==> config.mk <==
export PLATFORM = sky130hd
export DESIGN_NAME = dssr_top
export DESIGN_NICKNAME = d
export VERILOG_FILES = /design/src/core/dssr_pkg.sv /design/src/core/dssr_top.sv /design/src/core/dssr_lane.sv
export SDC_FILE = /design/constraint.sdc
export NUM_CORES = 1
export LEC_CHECK = 0
export ABC_AREA = 1
export BUFFER_PORTS_ARGS = -buffer_cell sky130_fd_sc_hd__buf_4
export CORE_UTILIZATION = 55
export CTS_BUF_LIST = sky130_fd_sc_hd__clkbuf_4 sky130_fd_sc_hd__clkbuf_8
export CTS_CLUSTER_DIAMETER = 30
export DETAILED_ROUTE_END_ITERATION = 16
export GPL_TIMING_DRIVEN = 1
export PLACE_DENSITY = 0.76
export SYNTH_ARGS = -nofsm -noshare
export SYNTH_HDL_FRONTEND = slang
export SYNTH_SLANG_ARGS = --single-unit
==> constraint.sdc <==
create_clock -name sys_clk_in -period 239.5 [get_ports sys_clk_in]
set_input_delay 47.9 -clock sys_clk_in [delete_from_list [all_inputs] [get_ports sys_clk_in]]
set_output_delay 47.9 -clock sys_clk_in [all_outputs]
set_load 0.05 [all_outputs]
==> src/core/dssr_pkg.sv <==
// Package of constants for the dual static recirculating shift register.
package dssr_pkg;
  // ----------------------------------------
  // Register lengths
  // ----------------------------------------
  localparam int DSSR_LEN_LONG = 512;
  localparam int DSSR_LEN_SHORT = 480;
  // ----------------------------------------
  // Select encodings
  // ----------------------------------------
  localparam logic DSSR_SEL_RECIRC = 1'h0;
  localparam logic DSSR_SEL_WRITE = 1'h1;
  // ----------------------------------------
  // Shift clock high phase limit
  // ----------------------------------------
  localparam int DSSR_CLK_PERIOD_NS = 100;
  localparam int DSSR_HIGH_MAX_US = 100;
  localparam int DSSR_HIGH_MAX_CYC = (DSSR_HIGH_MAX_US * 1000) / DSSR_CLK_PERIOD_NS;
  localparam int DSSR_HIGH_CNT_W = 11;
endpackage

==> src/core/dssr_top.sv <==
// Top of the dual static recirculating shift register.
`timescale 1ns/1ns
module dssr_top
  import dssr_pkg::*;
#(
  parameter int LEN = DSSR_LEN_LONG,
  parameter int HIGH_MAX_CYC = DSSR_HIGH_MAX_CYC
) (
  input wire logic sys_clk_in,
  input wire logic rst_n_in,
  input wire logic shift_clk_in,
  input wire logic sel_in,
  input wire logic serial_in_first,
  input wire logic serial_in_second,
  output logic serial_out_first,
  output logic serial_out_second,
  output logic high_overrun_out
);
  logic [2:0] clk_sync;
  logic [2:0] sel_sync;
  logic [2:0] d0_sync;
  logic [2:0] d1_sync;
  logic clk_level;
  logic shift_edge;
  logic sel_hold;
  logic d0_hold;
  logic d1_hold;
  logic [DSSR_HIGH_CNT_W-1:0] high_cnt;
  logic [DSSR_HIGH_CNT_W-1:0] cnt_limit;

  // ----------------------------------------
  // Helpers
  // ----------------------------------------
  // A pin level counts only once the second and third stages agree on it.
  function automatic logic pin_settled(input logic [2:0] stages);
    pin_settled = (stages[1] == stages[2]);
  endfunction

  // ----------------------------------------
  // Pin synchronisers
  // ----------------------------------------
  // The shift clock, select and data pins are asynchronous to the system clock, so each one passes three stages.
  always_ff @(posedge sys_clk_in) begin
    clk_sync <= {clk_sync[1:0], shift_clk_in};
  end

  always_ff @(posedge sys_clk_in) begin
    sel_sync <= {sel_sync[1:0], sel_in};
  end

  always_ff @(posedge sys_clk_in) begin
    d0_sync <= {d0_sync[1:0], serial_in_first};
  end

  always_ff @(posedge sys_clk_in) begin
    d1_sync <= {d1_sync[1:0], serial_in_second};
  end

  // ----------------------------------------
  // Shift clock level
  // ----------------------------------------
  // A phase shorter than two system clocks may be lost, so the far side keeps them wider.
  always_ff @(posedge sys_clk_in) begin
    if (!rst_n_in) begin
      clk_level <= 1'h0;
    end else if (pin_settled(clk_sync)) begin
      clk_level <= clk_sync[2];
    end
  end

  // The level resets low like an idle pin, so no false shift follows reset.
  // falling edge detect.
  assign shift_edge = clk_level && pin_settled(clk_sync) && !clk_sync[2];

  // ----------------------------------------
  // Master stage
  // ----------------------------------------
  // The lanes take the last settled value seen while high, as a dynamic master would.
  // select tracks while high.
  always_ff @(posedge sys_clk_in) begin
    if (!rst_n_in) begin
      sel_hold <= 1'h0;
    end else if (clk_level && pin_settled(sel_sync)) begin
      sel_hold <= sel_sync[2];
    end
  end

  always_ff @(posedge sys_clk_in) begin
    if (!rst_n_in) begin
      d0_hold <= 1'h0;
    end else if (clk_level && pin_settled(d0_sync)) begin
      d0_hold <= d0_sync[2];
    end
  end

  always_ff @(posedge sys_clk_in) begin
    if (!rst_n_in) begin
      d1_hold <= 1'h0;
    end else if (clk_level && pin_settled(d1_sync)) begin
      d1_hold <= d1_sync[2];
    end
  end

  // ----------------------------------------
  // High phase watchdog
  // ----------------------------------------
  // The limit is cut to the counter width once; a limit beyond its range would wrap.
  assign cnt_limit = DSSR_HIGH_CNT_W'(HIGH_MAX_CYC);

  always_ff @(posedge sys_clk_in) begin
    if (!rst_n_in || !clk_level) begin
      high_cnt <= '0;
    end else if (high_cnt < cnt_limit) begin
      high_cnt <= high_cnt + 1'h1;
    end
  end

  // The flag stays up for the rest of the high phase, so slow logic still sees it.
  // flag long high phase.
  always_ff @(posedge sys_clk_in) begin
    if (!rst_n_in || !clk_level) begin
      high_overrun_out <= 1'h0;
    end else if (high_cnt == cnt_limit) begin
      high_overrun_out <= 1'h1;
    end
  end

  // ----------------------------------------
  // Lanes
  // ----------------------------------------
  // Stored bits have no reset, matching a part that powers up with random contents.
  // two lanes, one pulse.
  dssr_lane #(.LEN(LEN)) u_lane_first (
    .sys_clk_in(sys_clk_in),
    .shift_in(shift_edge),
    .sel_in(sel_hold),
    .data_in(d0_hold),
    .data_out(serial_out_first)
  );

  dssr_lane #(.LEN(LEN)) u_lane_second (
    .sys_clk_in(sys_clk_in),
    .shift_in(shift_edge),
    .sel_in(sel_hold),
    .data_in(d1_hold),
    .data_out(serial_out_second)
  );

  // ----------------------------------------
  // Checks
  // ----------------------------------------
  edge_needs_high_a: assert property (@(posedge sys_clk_in) disable iff (!rst_n_in)
    shift_edge |-> $past(clk_level)) else $error("Shift without prior high level.");
  level_fall_a: assert property (@(posedge sys_clk_in) disable iff (!rst_n_in)
    $fell(clk_level) |-> $past(shift_edge)) else $error("Clock fell without a shift.");
  edge_single_a: assert property (@(posedge sys_clk_in) disable iff (!rst_n_in)
    shift_edge |=> !shift_edge) else $error("Two shifts in a row.");
  hold_when_low_a: assert property (@(posedge sys_clk_in) disable iff (!rst_n_in)
    !shift_edge |=> serial_out_first === $past(serial_out_first) &&
    serial_out_second === $past(serial_out_second))
    else $error("Output moved without a shift.");

  // ----------------------------------------
  // Master and watchdog checks
  // ----------------------------------------
  master_frozen_a: assert property (@(posedge sys_clk_in) disable iff (!rst_n_in)
    !clk_level |=> $stable(d0_hold) && $stable(d1_hold) && $stable(sel_hold))
    else $error("Master changed while low.");
  master_tracks_a: assert property (@(posedge sys_clk_in) disable iff (!rst_n_in)
    clk_level && d0_sync[1] == d0_sync[2] |=> d0_hold == $past(d0_sync[2]))
    else $error("Master missed a settled bit.");
  overrun_flag_a: assert property (@(posedge sys_clk_in) disable iff (!rst_n_in)
    high_overrun_out |-> $past(clk_level)) else $error("Overrun flag without high clock.");
  overrun_late_a: assert property (@(posedge sys_clk_in) disable iff (!rst_n_in)
    $rose(high_overrun_out) |-> $past(high_cnt) == cnt_limit)
    else $error("Overrun flag raised early.");
  overrun_clear_a: assert property (@(posedge sys_clk_in) disable iff (!rst_n_in)
    !clk_level |=> !high_overrun_out && high_cnt == '0)
    else $error("Watchdog not cleared while low.");

  // ----------------------------------------
  // Lane checks
  // ----------------------------------------
  // Case equality keeps cells that were never written, and start unknown, from tripping the recirculation and output checks.
  recirc_a: assert property (@(posedge sys_clk_in) disable iff (!rst_n_in)
    shift_edge && sel_hold == DSSR_SEL_RECIRC |=>
    u_lane_first.cells[0] === $past(serial_out_first)) else $error("Recirculation lost.");
  recirc_second_a: assert property (@(posedge sys_clk_in) disable iff (!rst_n_in)
    shift_edge && sel_hold == DSSR_SEL_RECIRC |=>
    u_lane_second.cells[0] === $past(serial_out_second)) else $error("Recirculation lost.");
  write_a: assert property (@(posedge sys_clk_in) disable iff (!rst_n_in)
    shift_edge && sel_hold == DSSR_SEL_WRITE |=>
    u_lane_second.cells[0] == $past(d1_hold)) else $error("Write bit lost.");
  write_first_a: assert property (@(posedge sys_clk_in) disable iff (!rst_n_in)
    shift_edge && sel_hold == DSSR_SEL_WRITE |=>
    u_lane_first.cells[0] == $past(d0_hold)) else $error("Write bit lost.");
  out_last_a: assert property (@(posedge sys_clk_in) disable iff (!rst_n_in)
    shift_edge |=> serial_out_first === $past(u_lane_first.cells[LEN-2]))
    else $error("Output not last stage.");
  out_second_a: assert property (@(posedge sys_clk_in) disable iff (!rst_n_in)
    shift_edge |=> serial_out_second === $past(u_lane_second.cells[LEN-2]))
    else $error("Output not last stage.");

  // ----------------------------------------
  // Coverage
  // ----------------------------------------
  // A long pause, a select change and an overrun are the cases most easily skipped.
  write_cov: cover property (@(posedge sys_clk_in) shift_edge && sel_hold);
  recirc_cov: cover property (@(posedge sys_clk_in) shift_edge && !sel_hold);
  overrun_cov: cover property (@(posedge sys_clk_in) high_overrun_out);
  pause_cov: cover property (@(posedge sys_clk_in) shift_edge ##1 !clk_level [*8]);
  sel_change_cov: cover property (@(posedge sys_clk_in) $changed(sel_hold));
endmodule

==> src/core/dssr_lane.sv <==
// One recirculating static shift register lane.
`timescale 1ns/1ns
module dssr_lane
  import dssr_pkg::*;
#(
  parameter int LEN = DSSR_LEN_LONG
) (
  input wire logic sys_clk_in,
  input wire logic shift_in,
  input wire logic sel_in,
  input wire logic data_in,
  output logic data_out
);
  logic [LEN-1:0] cells;
  logic master;

  // ----------------------------------------
  // Storage
  // ----------------------------------------
  // input choice.
  assign master = (sel_in == DSSR_SEL_WRITE) ? data_in : cells[LEN-1];

  always_ff @(posedge sys_clk_in) begin
    if (shift_in) begin
      cells <= {cells[LEN-2:0], master};
    end
  end

  assign data_out = cells[LEN-1];
endmodule

**Yosys cells after proc, flatten, opt, wreduce, memory -nomap -nowiden**

Cells that the tools add are included.

- $add $sub $neg: 1
- Multipliers: 0
- Div/mod/pow operators: 0
- Magnitude comparators: 1
- Equal/unequal tests: 5
- Shift operators: 0
- Muxes and demuxes: 2
- Bitwise operators: 0
- Reduce and logical (&&, ||, !) cells: 9

Operators by type and width:

| operator | number |
|---|---|
| $add 11x1->11 const B | 1 |
| $eq 11x10->1 const B | 1 |
| $lt 11x10->1 const B | 1 |
| $logic_and 1x1->1 | 5 |
| $eq 1x1->1 | 4 |
| $logic_not 1->1 | 3 |
| $mux 1 | 2 |
| $logic_or 1x1->1 | 1 |

- Flip-flop bits (word level): 1,052
- Latch bits: 0
- RAM bits: 0
- Bits in read-only memories: 0
- Output and inout port bits: 3
- Memories kept: 0

**Logic depth before layout (Yosys ltp)**

- Depth in word-level cells: 3
- Gate-level depth with buffers: 9
- Depth with buffers taken out: 9

**Cells and area by module**

From an unflattened synthesis, not the netlist that was laid out.

- Cells, all modules: 1,166
- Area, all modules: 31,845.5 sq um

Modules (own cells, without submodules):

| module | times used | cells an instance | area an instance (sq um) |
|---|---|---|---|
| dssr_lane | 2 | 516 | 15,389.8 |
| dssr_top | 1 | 134 | 1,066.0 |

**Worst setup path after synthesis**

OpenSTA, ideal clock, no wires.

- Kind: flip-flop to flip-flop
- Start point: reg clk_level
- End point: reg u_lane_first.cells[0], enable pin
- Arrival time: 74.095 ns
- Required time: 235.617 ns
- Path slack: 161.522 ns
- Cell stages (with the launch flop): 2
- Buffers on the path: 0
- Cells stage by stage: dfxtp_1 -> nor3b_1

- Word-level cells in the longest chain between the ends: 2

RTL lines:

| element | RTL line | source |
|---|---|---|
| from (decl) | dssr_top.sv:23 | `logic clk_level;` |
| from (signal assigned) | dssr_top.sv:67 | `clk_level <= clk_sync[2];` |
| $logic_and 1x1->1 (2 in series) | dssr_top.sv:73 | `assign shift_edge = clk_level && pin_settled(clk_sync) && !clk_sync[2];` |
| via shift_edge | dssr_top.sv:24 | `logic shift_edge;` |
| to (signal assigned) | dssr_lane.sv:25 | `cells <= {cells[LEN-2:0], master};` |
| to (decl) | dssr_lane.sv:14 | `logic [LEN-1:0] cells;` |

The timed path passes the listed nets, and every way through them passes these cells.
A chain may end at the register's enable or synchronous reset.

**Worst setup path in the final report**

- Start point: reg u_lane_first.cells[511]
- End point: out serial_out_first

RTL lines:

| element | RTL line | source |
|---|---|---|
| to (decl) | dssr_top.sv:15 | `output logic serial_out_first,` |

No word-level cell between the ends.

==> reports/results.txt <==
Placeable Area = 56800 sq um
Vias in the first global route = 10700
Grt ovf = 0
CP max FO = 2
Leakage = 8.18 nW
Initial Utilization = 0.561
Hold Vio Cnt, Final = 0
Sequential share of the synthesized area = 0.982
Syn_nets = 1174
Setup TNS = 0 ps
VDD IR max = 6.72 uV
Core Rows = 87
Wire length per cell = 16.3 um
GRT Util Overall = 0.126
First-pass GRT wire length = 57900 um
Clock sinks = 1052
CP Class = flip-flop to output port
Port buffer count = 8
Die height = 243 um
# diodes = 0
Initial antenna violation count = 0
Mapped Area = 31900 sq um
Post-synth EDFFs = 1024
Asr flop ratio synth = 0
CP endpoint kind = output port
RSZ-0062 raised after global routing = false
I/O pin cnt = 9
PwrDens = 9.34 nW/um^2
Most common cell in the netlist = edfxtp_1
Max stage delay on crit path = 380 ps
Pins Over Slew Limit = 0
Inserted Clock Buffers = 152
Routability cong. = 0.739
Layout area overhead = 12.6%
Unique masters post-synth = 20
Reg clk slew, reported paths = 60 ps
Yosys warns = 0
CP startpoint kind = flip-flop
Area contributors post-synth = edfxtp_1 (96%), dfxtp_1 (1.8%), nand2_1 (0.32%)
FMAX = 20.3 MHz
Clock Path Buffers = 3
Yosys top cell area share = 0.965
Arrival time worst endpoint = 1290 ps
Kind of cell adding the most delay to the critical path = flip-flops
DRT Pass-1 Iters = 5
Synth area leader = edfxtp_1
Nets@finish = 1343
Gate Count Post-Synth = 1166
Chip width = 243 um
Post-CTS Hold Fix Bufs = 0
Clock Tree Root = clkbuf_8
Critical-path cell list = buf_4
Max-Cap Viols = 0
Post-cts sizing count = 0
Synth top cells by count = edfxtp_1 (1024), dfxtp_1 (28), nand2_1 (27)
Worst EP required = 191600 ps
Largest net degree at the start of global routing = 230
Worst min path class = flip-flop to flip-flop
# H-tree levels = 4
Buf/Inv on CP = 1
Outcome = finished clean
Crit. path cell count = 1
Reg2reg path depth = 4
Post-synth top flop = edfxtp_1
TritonCTS clock tree = done
Hold slack = 329 ps
Tightest Pin Transition = 1170 ps
Fin crit share = 0.205
DRC viols = 0
Number of synthesized register bits = 1052
Worst Hold Path Cells = 0
Post-Syn Area per Cell = 27.3 sq um
Remaining antenna violation count after routing = 0
Final Skew = 26.0 ps
Relative slew slack = 0.217
Via count = 10900
Vias per cell = 4.92
CP max-delay cell = edfxtp_1
Share of cells above drive strength 1 = 0.179
DR iter-0 viols = 985
DRT Wirelength = 36100 um
Final setup viols = 0
Die ar. = 58900 sq um
HPWL Detailed = 13800 um
Clk_lat worst skew = 700 ps
Reg2Reg Setup Slack = 235850 ps
Setup Buffers After CTS = 0
Final min period = 49190 ps
## report_power, final
group          internal, W  switching, W
Sequential        0.000200   0.000000131
Clock            0.0000717     0.0000619
Combinational  0.000000160    0.00000137
## metrics by stage
| stage | utilization | instances | total power [W] | setup WS (ps) | instance area [sq um] |
|---|---|---|---|---|---|
| 3_3_place_gp | 0.580 | 1937 | 0.000206 | 190750 | 33000 |
| 3_5_place_dp | 0.580 | 1937 | 0.000206 | 190720 | 33000 |
| 4_1_cts | 0.632 | 2208 | 0.000341 | 190240 | 35900 |
| 2_1_floorplan | - | 1166 | 0.000213 | 161520 | 31900 |
| 6_report | 0.632 | 2208 | 0.000335 | 190310 | 35900 |
| 5_1_grt | 0.632 | 2208 | 0.000348 | 190220 | 35900 |
## placed cells by master (no fill, tap or decap), types with 2 or more instances in the layout
cell           n
dfxtp_1       28
clkbuf_4      46
nor2_4         2
nand2_4        2
a21oi_1        7
bufinv_16      3
buf_12         3
nand3_1        5
nand4_1        3
inv_1         24
o21ai_0        8
a21oi_2        4
edfxtp_1    1024
clkinv_1      38
ha_1           2
clkinvlp_4     9
clkbuf_8     158
o22ai_1        3
buf_4         13
xor2_1         3
clkinv_4       2
nor2_1        19
clkinv_2      13
nand2_1       27
## worst paths after layout
check | to | start
setup / recovery | serial_out_first | u_lane_first.cells[511]
hold / removal | d0_sync[1] | d0_sync[0]
setup reg to reg | u_lane_second.cells[24] | clk_level
hold reg to reg | d0_sync[1] | d0_sync[0]
## metal layers
| metal | routed length (um) | vias up | global-route usage | part of all wire |
|---|---|---|---|---|
| met1 | 19300 | 5521 | 0.206 | 0.53 |
| met3 | 1730 | 82 | 0.0385 | 0.048 |
| met2 | 14200 | 245 | 0.151 | 0.39 |
| met4 | 875 | 0 | 0.0629 | 0.024 |
| li1 | - | 5015 | - | - |
| met5 | 0 | - | 0 | 0 |
## registers in the layout (all words and copies together), names as in the netlist
signal and flops:
sel_sync 3, u_lane_first.cells 512, high_cnt 11, clk_sync 3, d1_hold 1, sel_hold 1
d1_sync 3, d0_sync 3, d0_hold 1, clk_level 1, u_lane_second.cells 512, high_overrun_out 1
## logic make-up after synthesis
| family | after synthesis | share of synthesized area |
|---|---|---|
| flip-flops | 1052 | 0.982 |
| adder cells (fa/ha/maj) | 2 | 0.000785 |
| AND/OR/NAND/NOR | 61 | 0.00887 |
| buffers and inverters | 26 | 0.00310 |
| AO/OA/AOI/OAI | 22 | 0.00404 |
| XOR/XNOR | 3 | 0.000825 |
## layout make-up
cell class                 count  area, sq um
multi-input combinational     88          468
clock buffer                 204         2520
fill                        3516        20900
tap                          756          946
timing repair buffer          16          158
sequential                  1052        31300
clock inverter                67          403
inverter                      25         93.8
Note: power is estimated with default switching activity, not from simulation.
